<file path="config.mk">
export PLATFORM = sky130hd
export DESIGN_NAME = vsense_config
export DESIGN_NICKNAME = d
export VERILOG_FILES = /design/src/vsense_pkg.sv /design/src/ov_run_detect.sv /design/src/vsense_config.sv
export SDC_FILE = /design/constraint.sdc
export NUM_CORES = 1
export LEC_CHECK = 0
export ABC_AREA = 1
export BUFFER_PORTS_ARGS = -buffer_cell sky130_fd_sc_hd__buf_2
export CORE_MARGIN = 2
export CORE_UTILIZATION = 35
export CTS_BUF_LIST = sky130_fd_sc_hd__clkbuf_4
export DETAILED_ROUTE_END_ITERATION = 10
export GPL_ROUTABILITY_DRIVEN = 0
export SLEW_MARGIN = 20
export SYNTH_ARGS = -nofsm -noshare
export SYNTH_HDL_FRONTEND = slang
export SYNTH_SLANG_ARGS = --single-unit
</file>
<file path="constraint.sdc">
create_clock -name REF_CLK_IN -period 4.3 [get_ports REF_CLK_IN]
set_input_delay 0.43 -clock REF_CLK_IN [delete_from_list [all_inputs] [get_ports REF_CLK_IN]]
set_output_delay 0.43 -clock REF_CLK_IN [all_outputs]
set_load 0.005 [all_outputs]
</file>
<file path="src/vsense_pkg.sv">
package vsense_pkg;

    // ------------------------------------------------------------
    // Register map
    // ------------------------------------------------------------
    localparam logic [7:0] ADDR_SETPOINT   = 8'h31;
    localparam logic [7:0] ADDR_OV_LIMIT   = 8'h32;
    localparam logic [7:0] ADDR_COMMIT     = 8'h5D;
    localparam int         COMMIT_BIT      = 0;
    localparam logic [7:0] SETPOINT_RESET  = 8'hA5;
    localparam logic [7:0] OV_LIMIT_RESET  = 8'h00;

    // ------------------------------------------------------------
    // Overvoltage limit fields
    // ------------------------------------------------------------
    localparam int         OV_CODE_MSB     = 7;
    localparam int         OV_CODE_LSB     = 3;
    localparam int         RESERVED_BIT    = 2;
    localparam int         COUNT_MSB       = 1;
    localparam int         COUNT_LSB       = 0;
    localparam logic [6:0] THRESH_BASE     = 7'h59;
    localparam int         SAMPLE_WIDTH    = 12;
    localparam int         THRESH_SHIFT    = SAMPLE_WIDTH - 7;

    // ------------------------------------------------------------
    // Timing
    // ------------------------------------------------------------
    localparam int         CLK_PERIOD_NS   = 20;
    localparam int         SAMPLE_PERIOD_US = 80;
    localparam int         SAMPLE_CYCLES   = (SAMPLE_PERIOD_US * 1000) / CLK_PERIOD_NS;

    // ------------------------------------------------------------
    // Carriers
    // ------------------------------------------------------------
    typedef struct packed {
        logic [7:0] addr;
        logic       wr;
        logic       rd;
        logic [7:0] wdata;
    } reg_req_type;

    typedef struct packed {
        logic [7:0]              setpoint_shadow;
        logic [7:0]              setpoint_active;
        logic [7:0]              ov_limit;
        logic [7:0]              rdata;
        logic [11:0]             tick_cnt;
        logic                    tick;
        logic [SAMPLE_WIDTH-1:0] threshold;
    } top_state_type;

    typedef struct packed {
        logic [2:0] run;
        logic       flag;
    } run_state_type;

endpackage : vsense_pkg
</file>
<file path="src/ov_run_detect.sv">
`timescale 1ns/100ps
module ov_run_detect
    import vsense_pkg::*;
(
    input  wire logic       clk_in,
    input  wire logic       rst_in,
    input  wire logic       ce_in,
    input  wire logic       sample_in,
    input  wire logic       exceed_in,
    input  wire logic [1:0] need_in,
    output logic            flag_out
);

    run_state_type st_reg;
    run_state_type st_next;
    logic [2:0]    target;

    assign target = {1'b0, need_in} + 3'h1;

    // ------------------------------------------------------------
    // Consecutive exceed counter
    // ------------------------------------------------------------
    always_comb begin
        st_next = st_reg;
        if (sample_in) begin
            if (exceed_in) begin
                st_next.run  = (st_reg.run >= target) ? target : st_reg.run + 3'h1;
                st_next.flag = ((st_reg.run + 3'h1) >= target);
            end else begin
                st_next.run  = 3'h0;
                st_next.flag = 1'b0;
            end
        end
    end

    always_ff @(posedge clk_in) begin
        if (rst_in) begin
            st_reg <= '0;
        end else if (ce_in) begin
            st_reg <= st_next;
        end
    end

    assign flag_out = st_reg.flag;
endmodule : ov_run_detect

</file>
<file path="src/vsense_config.sv">
`timescale 1ns/100ps
// Contract
// - Setpoint is 8-bit code, 0.6% per step
// - Setpoint resets to 0xA5, 100% nominal
// - Setpoint write only updates shadow copy
// - Commit bit 0x5D[0] copies shadow to active
// - Limit code bits 7:3, 107.7% plus 1.21%/step
// - Threshold is (89 + code)/128 of full scale
// - Code 31 gives 145.2% limit
// - Compare 80 us averaged sample to threshold
// - Bits 1:0 select one to four samples
// - Every selected consecutive sample must exceed
module vsense_config
    import vsense_pkg::*;
(
    input  wire logic                    REF_CLK_IN,
    input  wire logic                    RST_IN,
    input  wire logic                    CE_IN,
    input  wire logic [7:0]              REG_ADDR_IN,
    input  wire logic                    REG_WR_IN,
    input  wire logic                    REG_RD_IN,
    input  wire logic [7:0]              REG_WDATA_IN,
    input  wire logic [SAMPLE_WIDTH-1:0] SAMPLE_AVG_IN,
    output logic [7:0]                   REG_RDATA_OUT,
    output logic [7:0]                   SETPOINT_ACTIVE_OUT,
    output logic                         SAMPLE_TICK_OUT,
    output logic                         OV_FLAG_OUT
);

    reg_req_type   req;
    top_state_type st_reg;
    top_state_type st_next;
    logic          exceed;

    assign req = '{addr: REG_ADDR_IN, wr: REG_WR_IN, rd: REG_RD_IN, wdata: REG_WDATA_IN};

    // ------------------------------------------------------------
    // Register file, sample timer, threshold
    // ------------------------------------------------------------
    always_comb begin
        st_next      = st_reg;
        st_next.tick = 1'b0;
        if (req.wr) begin
            case (req.addr)
                ADDR_SETPOINT: st_next.setpoint_shadow = req.wdata;
                ADDR_OV_LIMIT: st_next.ov_limit        = req.wdata;
                ADDR_COMMIT: begin
                    if (req.wdata[COMMIT_BIT]) begin
                        st_next.setpoint_active = st_reg.setpoint_shadow;
                    end
                end
                default: st_next.ov_limit = st_reg.ov_limit;
            endcase
        end
        if (req.rd) begin
            case (req.addr)
                ADDR_SETPOINT: st_next.rdata = st_reg.setpoint_shadow;
                ADDR_OV_LIMIT: st_next.rdata = st_reg.ov_limit;
                default:       st_next.rdata = 8'h00;
            endcase
        end
        // One averaged sample every 80 us
        if (st_reg.tick_cnt == 12'(SAMPLE_CYCLES - 1)) begin
            st_next.tick_cnt = 12'h000;
            st_next.tick     = 1'b1;
        end else begin
            st_next.tick_cnt = st_reg.tick_cnt + 12'h001;
        end
        // (89 + code)/128 of full scale, as a sample code
        st_next.threshold = SAMPLE_WIDTH'(THRESH_BASE
                                          + 7'(st_reg.ov_limit[OV_CODE_MSB:OV_CODE_LSB]))
                            << THRESH_SHIFT;
    end

    always_ff @(posedge REF_CLK_IN) begin
        if (RST_IN) begin
            st_reg                 <= '0;
            st_reg.setpoint_shadow <= SETPOINT_RESET;
            st_reg.setpoint_active <= SETPOINT_RESET;
            st_reg.ov_limit        <= OV_LIMIT_RESET;
            st_reg.threshold       <= SAMPLE_WIDTH'(THRESH_BASE) << THRESH_SHIFT;
        end else if (CE_IN) begin
            st_reg <= st_next;
        end
    end

    assign exceed = (SAMPLE_AVG_IN > st_reg.threshold);

    ov_run_detect ov_run_detect_i (
        .clk_in    (REF_CLK_IN),
        .rst_in    (RST_IN),
        .ce_in     (CE_IN),
        .sample_in (st_reg.tick),
        .exceed_in (exceed),
        .need_in   (st_reg.ov_limit[COUNT_MSB:COUNT_LSB]),
        .flag_out  (OV_FLAG_OUT)
    );

    assign REG_RDATA_OUT       = st_reg.rdata;
    assign SETPOINT_ACTIVE_OUT = st_reg.setpoint_active;
    assign SAMPLE_TICK_OUT     = st_reg.tick;

    // ------------------------------------------------------------
    // Checks
    // ------------------------------------------------------------
    logic [12:0] gap_cnt;
    // Enabled cycles since reset or since the last tick
    always_ff @(posedge REF_CLK_IN) begin
        if (RST_IN) begin
            gap_cnt <= '0;
        end else if (CE_IN && st_reg.tick) begin
            gap_cnt <= 13'h0001;
        end else if (CE_IN && gap_cnt != 13'h1FFF) begin
            gap_cnt <= gap_cnt + 13'h0001;
        end
    end
endmodule : vsense_config

</file>
==> results_dict.tcl, run 1 <==
set metrics [dict create \
    synth_area_sq_um 2850 \
    final_common_cell "nand2_1" \
    grt_antenna_before_repair 0 \
    slew_violations 0 \
    drtIter0Drc 122 \
    cts_buffers 5 \
    hold_viol 0 \
    grt_pass1_wl_mm 10.0 \
    min_period_over_period_pct 38.8 \
    relSlewSlack_pct 59.5 \
    cts_tree "yes" \
    cts-root-buf "clkbuf_4" \
    clk_latency_ns 0.39 \
    layout.cells.non_filler 539 \
    grt_overflow 0 \
    synth_top_family_by_area "simple AND/OR/NAND/NOR gates" \
    synth_cells 403 \
    arrival_ns 2.00 \
    viasPerCell 4.62 \
    core.rowCount 32 \
    synth-simple-area-share_pct 30.8 \
    end_kind "flip-flop" \
    synth-async-reset-ratio_pct 0 \
    htree_levels 2 \
    post-dp-hpwl_mm 4.55 \
    route.vias.total 2489 \
    antennaDiodeCount 0 \
    final_cell_mix "nand2_1 (108), dfxtp_1 (55), inv_1 (51)" \
    largest_register_ffs 34 \
    synth_edf_count 0 \
    post_synth_xor_area_fraction_pct 1.85 \
    fp.dieW_um 94.2 \
    crit_required_ns 4.63 \
    synth_area_per_cell_sq_um 7.06 \
    drive_above_1_share_pct 15.3 \
    design_area_sq_um 3140 \
    finalSetupTns_ns 0 \
    maxCapViolCount 0 \
    postRouteAntennaNets 0 \
    dpl.cell_count 531 \
    cts_sinks 55 \
    ir_worst_vdd_mv 0.173 \
    nets 483 \
    synth_compound_area_share_pct 9.32 \
    clk_pin_slew_worst_paths_ns 0.16 \
    netlist_top_cells_area "dfxtp_1 (39%), nand2_1 (14%), inv_1 (6.7%)" \
    start_util_pct 36.4 \
    post_cts_buffers 0 \
    critPathKind "flip-flop to flip-flop" \
    status "finished, final reports clean" \
    die_area_sq_um 8870 \
    dieHeight_um 94.2 \
    ios 51 \
    p_leak_nw 1.52 \
    drcViolationCount 0 \
    min_path_type "input port to flip-flop" \
    layout_min_cycle_time_ns 1.67 \
    fin_skew_ns 0.0153 \
    core_sq_um 7810 \
    setup_violations 0 \
    holdWs_ns 0.252 \
    synth_mux_area_share_pct 0 \
    cts_hold_buf 0 \
    io_buffers 50 \
    clock_path_buffers 2 \
    ys_seq_area_share_pct 38.7 \
    ys_ff_latch 55 \
    cp_max_fo 4 \
    synth.net_count 450 \
    start_kind "flip-flop" \
    rsz0062_at_grt "no" \
    ys_warn_count 0 \
    track_usage_pct 14.1 \
    synth-main-ff-cell "dfxtp_1" \
    syn2layout_area_growth_pct 10.2 \
    fin_total_pwr_mw 0.894 \
    worst_pin_slew_ns 0.606 \
    ff2ff_setup_slack_ns 2.63 \
    avgRoutedWirePerCell_um 10.9 \
    synthAdderAreaFrac_pct 6.16 \
    postPlaceCellArea_sq_um 3060 \
    drt-total-wl_mm 5.90 \
    synth.top_cell.area_share_pct 38.7 \
    power.density_nw_per_um2 285 \
    yosys.cell_types.count 33 \
    cts_resized 0 \
    synth_top_area_cell "dfxtp_1" \
    fmax_mhz 599 \
    grt_max_degree 32 \
    grt_pass1_vias 2185 \
    detailedRoute.firstPassIterationCount 4 \
]
-- cell type report --
cell class / instances / area (sq um)
Clock inverter: 3 / 42.5
Timing Repair Buffer: 50 / 250
Multi-Input combinational cell: 270 / 1370
Inverter: 54 / 208
Sequential cell: 55 / 1100
Fill cell: 852 / 4670
Tap cell: 102 / 128
Clock buffer: 5 / 37.5
-- per-stage QoR --
| step | worst slack, ns | utilization (%) |
|---|---|---|
| 2_1_floorplan | 2.87 | - |
| 3_3_place_gp | 2.31 | 39.1 |
| 3_5_place_dp | 2.24 | 39.1 |
| 4_1_cts | 2.64 | 40.2 |
| 5_1_grt | 2.42 | 40.2 |
| 6_report | 2.63 | 40.2 |
-- final timing paths --
| path | startpoint | endpoint | depth (start not counted) |
|---|---|---|---|
| worst max-delay path | st_reg[33]$_SDFFE_PP0P_ | ov_run_detect_i.st_reg[1]$_SDFFE_PP0P_ | 11 |
| worst min-delay path | REG_WDATA_IN[5] | st_reg[54]$_SDFFE_PP1P_ | 3 |
| worst max register to register | st_reg[33]$_SDFFE_PP0P_ | ov_run_detect_i.st_reg[1]$_SDFFE_PP0P_ | 11 |
| worst min register to register | SETPOINT_ACTIVE_OUT[1]$_SDFFE_PP0P_ | SETPOINT_ACTIVE_OUT[1]$_SDFFE_PP0P_ | 2 |
-- cells in the mapped netlist (2+ instances only) --
master and number:
nor3_4 2, nand3_1 35, ha_1 14, nand2_1 108, xor2_1 5, clkinv_1 2
buf_2 2, nor2_1 38, a21oi_1 33, buf_4 16, o21ai_0 9, clkbuf_1 3
dfxtp_1 55, nand4_1 5, buf_6 2, nor3_1 4, o21ai_1 2, nor2_2 3
inv_1 51
-- metal layers --
metal / vias up / global-route usage, % / share of wire (%)
met4: 0 / 4.35 / 1.2
li1: 1329 / - / -
met2: 48 / 21.3 / 45
met5: - / 0 / 0
met1: 1104 / 20.3 / 50
met3: 8 / 2.41 / 4.3
-- where the power goes --
group | total [mW] | internal, mW | switching [mW] | leakage, nW
Sequential | 0.523 | 0.519 | 0.00435 | 0.446
Clock | 0.291 | 0.123 | 0.168 | 0.0432
Combinational | 0.0792 | 0.0317 | 0.0476 | 1.03
Total | 0.894 | 0.674 | 0.220 | 1.52
-- logic make-up after synthesis --
group,Yosys count
buffers and inverters,78
XOR/XNOR,6
AO/OA/AOI/OAI,50
AND/OR/NAND/NOR,200
adder cells (fa/ha/maj),14
flip-flops,55
-- worst max-delay path, cell delays in order, from the launching register on --
cell and delay (ns):
dfxtp_1 0.44, ha_1 0.19, inv_1 0.06, ha_1 0.27
inv_1 0.04, nor2_1 0.09, nand2_1 0.11, nand2_1 0.13
nand2_1 0.07, nand2_1 0.05, nand2_1 0.05, a21oi_1 0.13
Power figures use the tool's default switching activity.
==> run 2: changes to the inputs <==
clock period = 1.6 ns   (was 4.3 ns; I/O delays follow)
==> run 2 against run 1 <==
  * Via count rose by 4.0%
  * First-iteration DRC count down 0.82%
  * Non-clock buffer count is 13 higher
  * Maximum frequency increased by 11%
  * Count of clock-buffer cells in the layout is the same
  * Cell count up 2.4%
  * Hold slack got worse by 0.23 ns
  * Flip-flop and latch count did not move
  * Sequential share of layout area is 1.1 points lower
  * Critical path type unchanged
  * Critical endpoint is now ov_run_detect_i.st_reg[2]$_SDFFE_PP0P_
==> results_dict.tcl, run 2 (synthesized netlist as in run 1, its figures left out) <==
set metrics [dict create \
    status "finished, final reports clean" \
    cts-root-buf "clkbuf_4" \
    antennaDiodeCount 0 \
    cp_top_family "simple AND/OR/NAND/NOR gates" \
    postPlaceCellArea_sq_um 3140 \
    min_path_type "input port to flip-flop" \
    crit_slowest_cell "dfxtp_2" \
    design_area_sq_um 3260 \
    clk_latency_ns 0.38 \
    grt_antenna_before_repair 0 \
    power_frac_clock_pct 27.5 \
    drcViolationCount 0 \
    path_cells "ha_4, inv_1, ha_1, inv_1, nor2_2, nand2_2, nand2_2, nand2_1, nand2_1, nand2_1, a21oi_2" \
    power_switching_mw 0.595 \
    relSlewSlack_pct 71.4 \
    arrival_ns 1.83 \
    pre_cts_ws_ns 0.0247 \
    start_kind "flip-flop" \
    critPathKind "flip-flop to flip-flop" \
    start_util_pct 36.4 \
    nets 496 \
    syn2layout_area_growth_pct 14.5 \
    slowest_delay_ns 0.40 \
    ios 51 \
    post_cts_buffers 0 \
    avgRoutedWirePerCell_um 11.0 \
    postRouteAntennaNets 0 \
    io_buffers 50 \
    grt_overflow 0 \
    critical_path_buf_inv_count 2 \
    final_common_cell "nand2_1" \
    fmax_mhz 668 \
    grt_max_degree 18 \
    internal_power_mw 1.67 \
    core.rowCount 32 \
    die_area_sq_um 8870 \
    worst_pin_slew_ns 0.427 \
    final_cell_mix "nand2_1 (105), dfxtp_1 (52), inv_1 (51)" \
    power.density_nw_per_um2 695 \
    fin_skew_ns 0.0135 \
    clk_pin_slew_worst_paths_ns 0.16 \
    detailedRoute.firstPassIterationCount 4 \
    drive_above_1_share_pct 20.0 \
    seq_power_share_pct 62.0 \
    grt_pass1_wl_mm 10.2 \
    min_period_over_period_pct 93.5 \
    route.vias.total 2589 \
    cts_buffers 5 \
    slew_violations 0 \
    fin_util_pct 41.7 \
    maxCapViolCount 0 \
    setup_ws_ns 0.103 \
    hold_viol 0 \
    dieHeight_um 94.2 \
    htree_levels 2 \
    fp.dieW_um 94.2 \
    fin_total_pwr_mw 2.26 \
    combPwrFrac_pct 10.5 \
    end_kind "flip-flop" \
    layout_min_cycle_time_ns 1.50 \
    cp_common_cell "nand2_1" \
    drt-total-wl_mm 6.10 \
    setup_violations 0 \
    ir_worst_vdd_mv 0.467 \
    post-dp-hpwl_mm 4.71 \
    core_sq_um 7810 \
    largest_register_ffs 34 \
    swShare_pct 26.3 \
    viasPerCell 4.69 \
    p_leak_nw 1.58 \
    drtIter0Drc 121 \
    cts_sinks 55 \
    track_usage_pct 14.3 \
    cts_tree "yes" \
    cp_max_fo 4 \
    clock_path_buffers 2 \
    grt_pass1_vias 2328 \
    crit_required_ns 1.93 \
]
[run 2: worst register-to-register path, stage by stage, from the launching register on]
cell and delay, ns:
dfxtp_2 0.40, ha_4 0.14, inv_1 0.05, ha_1 0.27, inv_1 0.04, nor2_2 0.08, nand2_2 0.09, nand2_2 0.09
nand2_1 0.05, nand2_1 0.05, nand2_1 0.06, a21oi_2 0.13
[run 2: power by group through the flow]
| stage | Clock [mW] | Sequential, mW | Combinational [mW] |
|---|---|---|---|
| after floorplan | 0 | 1.43 | 0.147 |
| after global placement | 0 | 1.43 | 0.229 |
| after detailed placement | 0 | 1.44 | 0.234 |
| after CTS | 0.651 | 1.41 | 0.238 |
| after global routing | 0.692 | 1.41 | 0.273 |
| final | 0.622 | 1.40 | 0.238 |
[run 2: cell type report]
| type | count | area [sq um] |
|---|---|---|
| inverter | 54 | 208 |
| tap | 102 | 128 |
| clock inverter | 3 | 18.8 |
| clock buffer | 5 | 37.5 |
| sequential | 55 | 1110 |
| timing repair buffer | 63 | 353 |
| fill | 865 | 4550 |
| multi-input combinational | 270 | 1410 |
[run 2: path summary, 6_finish.rpt]
| check | from | to | slack [ns] | depth (start not counted) |
|---|---|---|---|---|
| setup / recovery | st_reg[34]$_SDFFE_PP0P_ | ov_run_detect_i.st_reg[2]$_SDFFE_PP0P_ | 0.10 | 11 |
| hold / removal | REG_WDATA_IN[7] | st_reg[56]$_SDFFE_PP1P_ | 0.02 | 3 |
| setup reg to reg | st_reg[34]$_SDFFE_PP0P_ | ov_run_detect_i.st_reg[2]$_SDFFE_PP0P_ | 0.10 | 11 |
| hold reg to reg | SETPOINT_ACTIVE_OUT[4]$_SDFFE_PP0P_ | SETPOINT_ACTIVE_OUT[4]$_SDFFE_PP0P_ | 0.46 | 2 |
[run 2: timing repair]
action | CTS | global route
pin swaps | 0 | 4
endpoints found under the setup margin | 3 | 8
hold buffers | 2 | 0
hold endpoints to repair | 2 | 0
gates resized for setup | 1 | 13
[run 2: metrics by stage]
stage	hold WS, ns	TNS [ns]	cells
floorplan	0.273	0	403
global placement	0.389	0	542
detailed placement	0.393	0	542
CTS	0.00529	0	552
global route	0.00418	-0.0765	552
finish	0.0169	0	552
[run 2: per-layer routing]
layer	global-route usage (%)	up-vias	share of wire, %
met3	2.89	9	4.1
li1	-	1354	-
met5	0	-	0
met2	23.3	52	47
met1	19.1	1174	48
met4	4.35	0	1.3
==> run 3: changes to the inputs <==
clock period = 1.4 ns   (was 1.6 ns; I/O delays follow)
==> run 3 against run 2 <==
  * The run now ends with setup timing left
  * Core utilization rose by 3.5 points
  * Total power is 22% higher
  * Flip-flop and latch count is the same
  * Maximum frequency is 2.7% higher
  * Largest cell class unchanged
  * Highest routed layer unchanged
==> results_dict.tcl, run 3 (synthesized netlist as in run 1, its figures left out) <==
set metrics [dict create \
    status "finished, violations left" \
    violations "setup timing" \
    grt_pass1_wl_mm 10.2 \
    arrival_ns 1.78 \
    detailedRoute.firstPassIterationCount 4 \
    postRouteAntennaNets 0 \
    layout.cells.non_filler 569 \
    grt_overflow 0 \
    drcViolationCount 0 \
    start_kind "flip-flop" \
    p_leak_nw 1.67 \
    nets 513 \
    core.rowCount 32 \
    die_area_sq_um 8870 \
    power_switching_mw 0.666 \
    clk_pin_slew_worst_paths_ns 0.16 \
    dieHeight_um 94.2 \
    clock_path_buffers 2 \
    maxCapViolCount 0 \
    cts_sinks 55 \
    cts_tree "yes" \
    avgRoutedWirePerCell_um 10.9 \
    r2r_end "ov_run_detect_i.st_reg[1]$_SDFFE_PP0P_" \
    largest_register_ffs 34 \
    power.density_nw_per_um2 783 \
    slew_violations 0 \
    critPathKind "flip-flop to flip-flop" \
    drtIter0Drc 69 \
    ff2ff_setup_slack_ns -0.06 \
    antennaDiodeCount 0 \
    n_fill_cell 842 \
    hold_viol 0 \
    r2r-start "st_reg[34]$_SDFFE_PP0P_" \
    io_buffers 50 \
    post-dp-hpwl_mm 4.75 \
    core_sq_um 7810 \
    clk_latency_ns 0.37 \
    drt-total-wl_mm 6.23 \
    fp.dieW_um 94.2 \
    relSlewSlack_pct 72.4 \
    layout_min_cycle_time_ns 1.46 \
    grt_max_degree 31 \
    route.vias.total 2572 \
    viasPerCell 4.52 \
    min_period_over_period_pct 104 \
    rsz0062_at_grt "yes" \
    final_common_cell "nand2_1" \
    internal_power_mw 2.10 \
    fin_total_pwr_mw 2.76 \
    swShare_pct 24.1 \
    final_cell_mix "nand2_1 (101), buf_2 (50), dfxtp_1 (49)" \
    min_path_type "input port to flip-flop" \
    grt_pass1_vias 2320 \
    worst_pin_slew_ns 0.413 \
    end_kind "flip-flop" \
    dpl.cell_count 557 \
    seq_power_share_pct 58.0 \
    syn2layout_area_growth_pct 24.1 \
    cts_buffers 5 \
    cts-root-buf "clkbuf_4" \
    htree_levels 2 \
    fin_skew_ns 0.0147 \
    finalSetupTns_ns -0.111 \
    hold_path_depth 3 \
    cp_max_fo 4 \
    crit_required_ns 1.72 \
    ir_worst_vdd_mv 0.477 \
    grt_antenna_before_repair 0 \
    fmax_mhz 686 \
    track_usage_pct 14.3 \
    setup_violations 3 \
    drive_above_1_share_pct 27.2 \
    hold_end "st_reg[49]$_SDFFE_PP1P_" \
    power_frac_clock_pct 31.0 \
    combPwrFrac_pct 11.0 \
    ios 51 \
    r2r_cells 11 \
    setup_ws_ns -0.0570 \
    holdCritStartpoint "REG_WDATA_IN[0]" \
    start_util_pct 36.4 \
]
-- run 3: layer usage --
metal	vias to the layer above	part of all wire (%)	track usage (%)
li1	1390	-	-
met1	1130	48	19.0
met2	47	48	23.6
met3	5	3.6	2.97
met4	0	0.71	3.26
met5	-	0	0
-- run 3: repair_timing --
action,in CTS,in global routing
setup buffers,1,0
hold buffers,3,0
resized for setup,18,20
endpoints found under the setup margin,9,14
hold endpoints to repair,3,0
pin swaps,11,8
-- run 3: layout make-up --
type / count / area, sq um / share of cell area (%)
Clock inverter: 3 / 38.8 / 1.10
Inverter: 54 / 210 / 5.96
Timing Repair Buffer: 80 / 495 / 14.0
Clock buffer: 5 / 37.5 / 1.06
Multi-Input combinational cell: 270 / 1510 / 42.7
Tap cell: 102 / 128 / 3.62
Sequential cell: 55 / 1110 / 31.5
-- run 3: worst max-delay path, stage by stage (launching register included) --
cell	delay, ns
dfxtp_2	0.38
ha_4	0.15
inv_4	0.04
ha_4	0.25
inv_2	0.03
nor2_2	0.10
nand2_2	0.09
nand2_2	0.08
nand2_1	0.05
nand2_1	0.05
nand2_1	0.06
a21oi_2	0.12
-- run 3: per-stage QoR --
stage | utilization (%) | hold WS [ns] | worst slack (ns) | area, sq um
floorplan | - | 0.253 | 0.0210 | 2860
global placement | 42.0 | 0.370 | -0.0472 | 3280
detailed placement | 42.0 | 0.370 | -0.0946 | 3280
CTS | 44.4 | 0.00615 | -0.0853 | 3460
global route | 45.2 | 0.00378 | -0.181 | 3530
finish | 45.2 | 0.0124 | -0.0570 | 3530
-- run 3: worst max path at each step --
stage                       startpoint                                      to  slack [ns]  cells past startpoint
3_3_place_gp    st_reg[9]$_SDFFE_PP1P_  ov_run_detect_i.st_reg[3]$_SDFFE_PP0P_       -0.05                      8
6_report       st_reg[34]$_SDFFE_PP0P_  ov_run_detect_i.st_reg[1]$_SDFFE_PP0P_       -0.06                     11
2_1_floorplan  st_reg[34]$_SDFFE_PP0P_  ov_run_detect_i.st_reg[3]$_SDFFE_PP0P_        0.02                     11
4_1_cts        st_reg[33]$_SDFFE_PP0P_  ov_run_detect_i.st_reg[1]$_SDFFE_PP0P_       -0.09                     11
3_5_place_dp    st_reg[9]$_SDFFE_PP1P_  ov_run_detect_i.st_reg[1]$_SDFFE_PP0P_       -0.09                      8
5_1_grt        st_reg[33]$_SDFFE_PP0P_  ov_run_detect_i.st_reg[1]$_SDFFE_PP0P_       -0.18                     11
-- run 3: power groups by stage --
stage	logic, mW	registers [mW]	clock network [mW]
6_report	0.305	1.60	0.857
5_1_grt	0.345	1.61	0.932
4_1_cts	0.296	1.61	0.883
3_5_place_dp	0.275	1.64	0
3_3_place_gp	0.271	1.64	0
2_1_floorplan	0.168	1.64	0
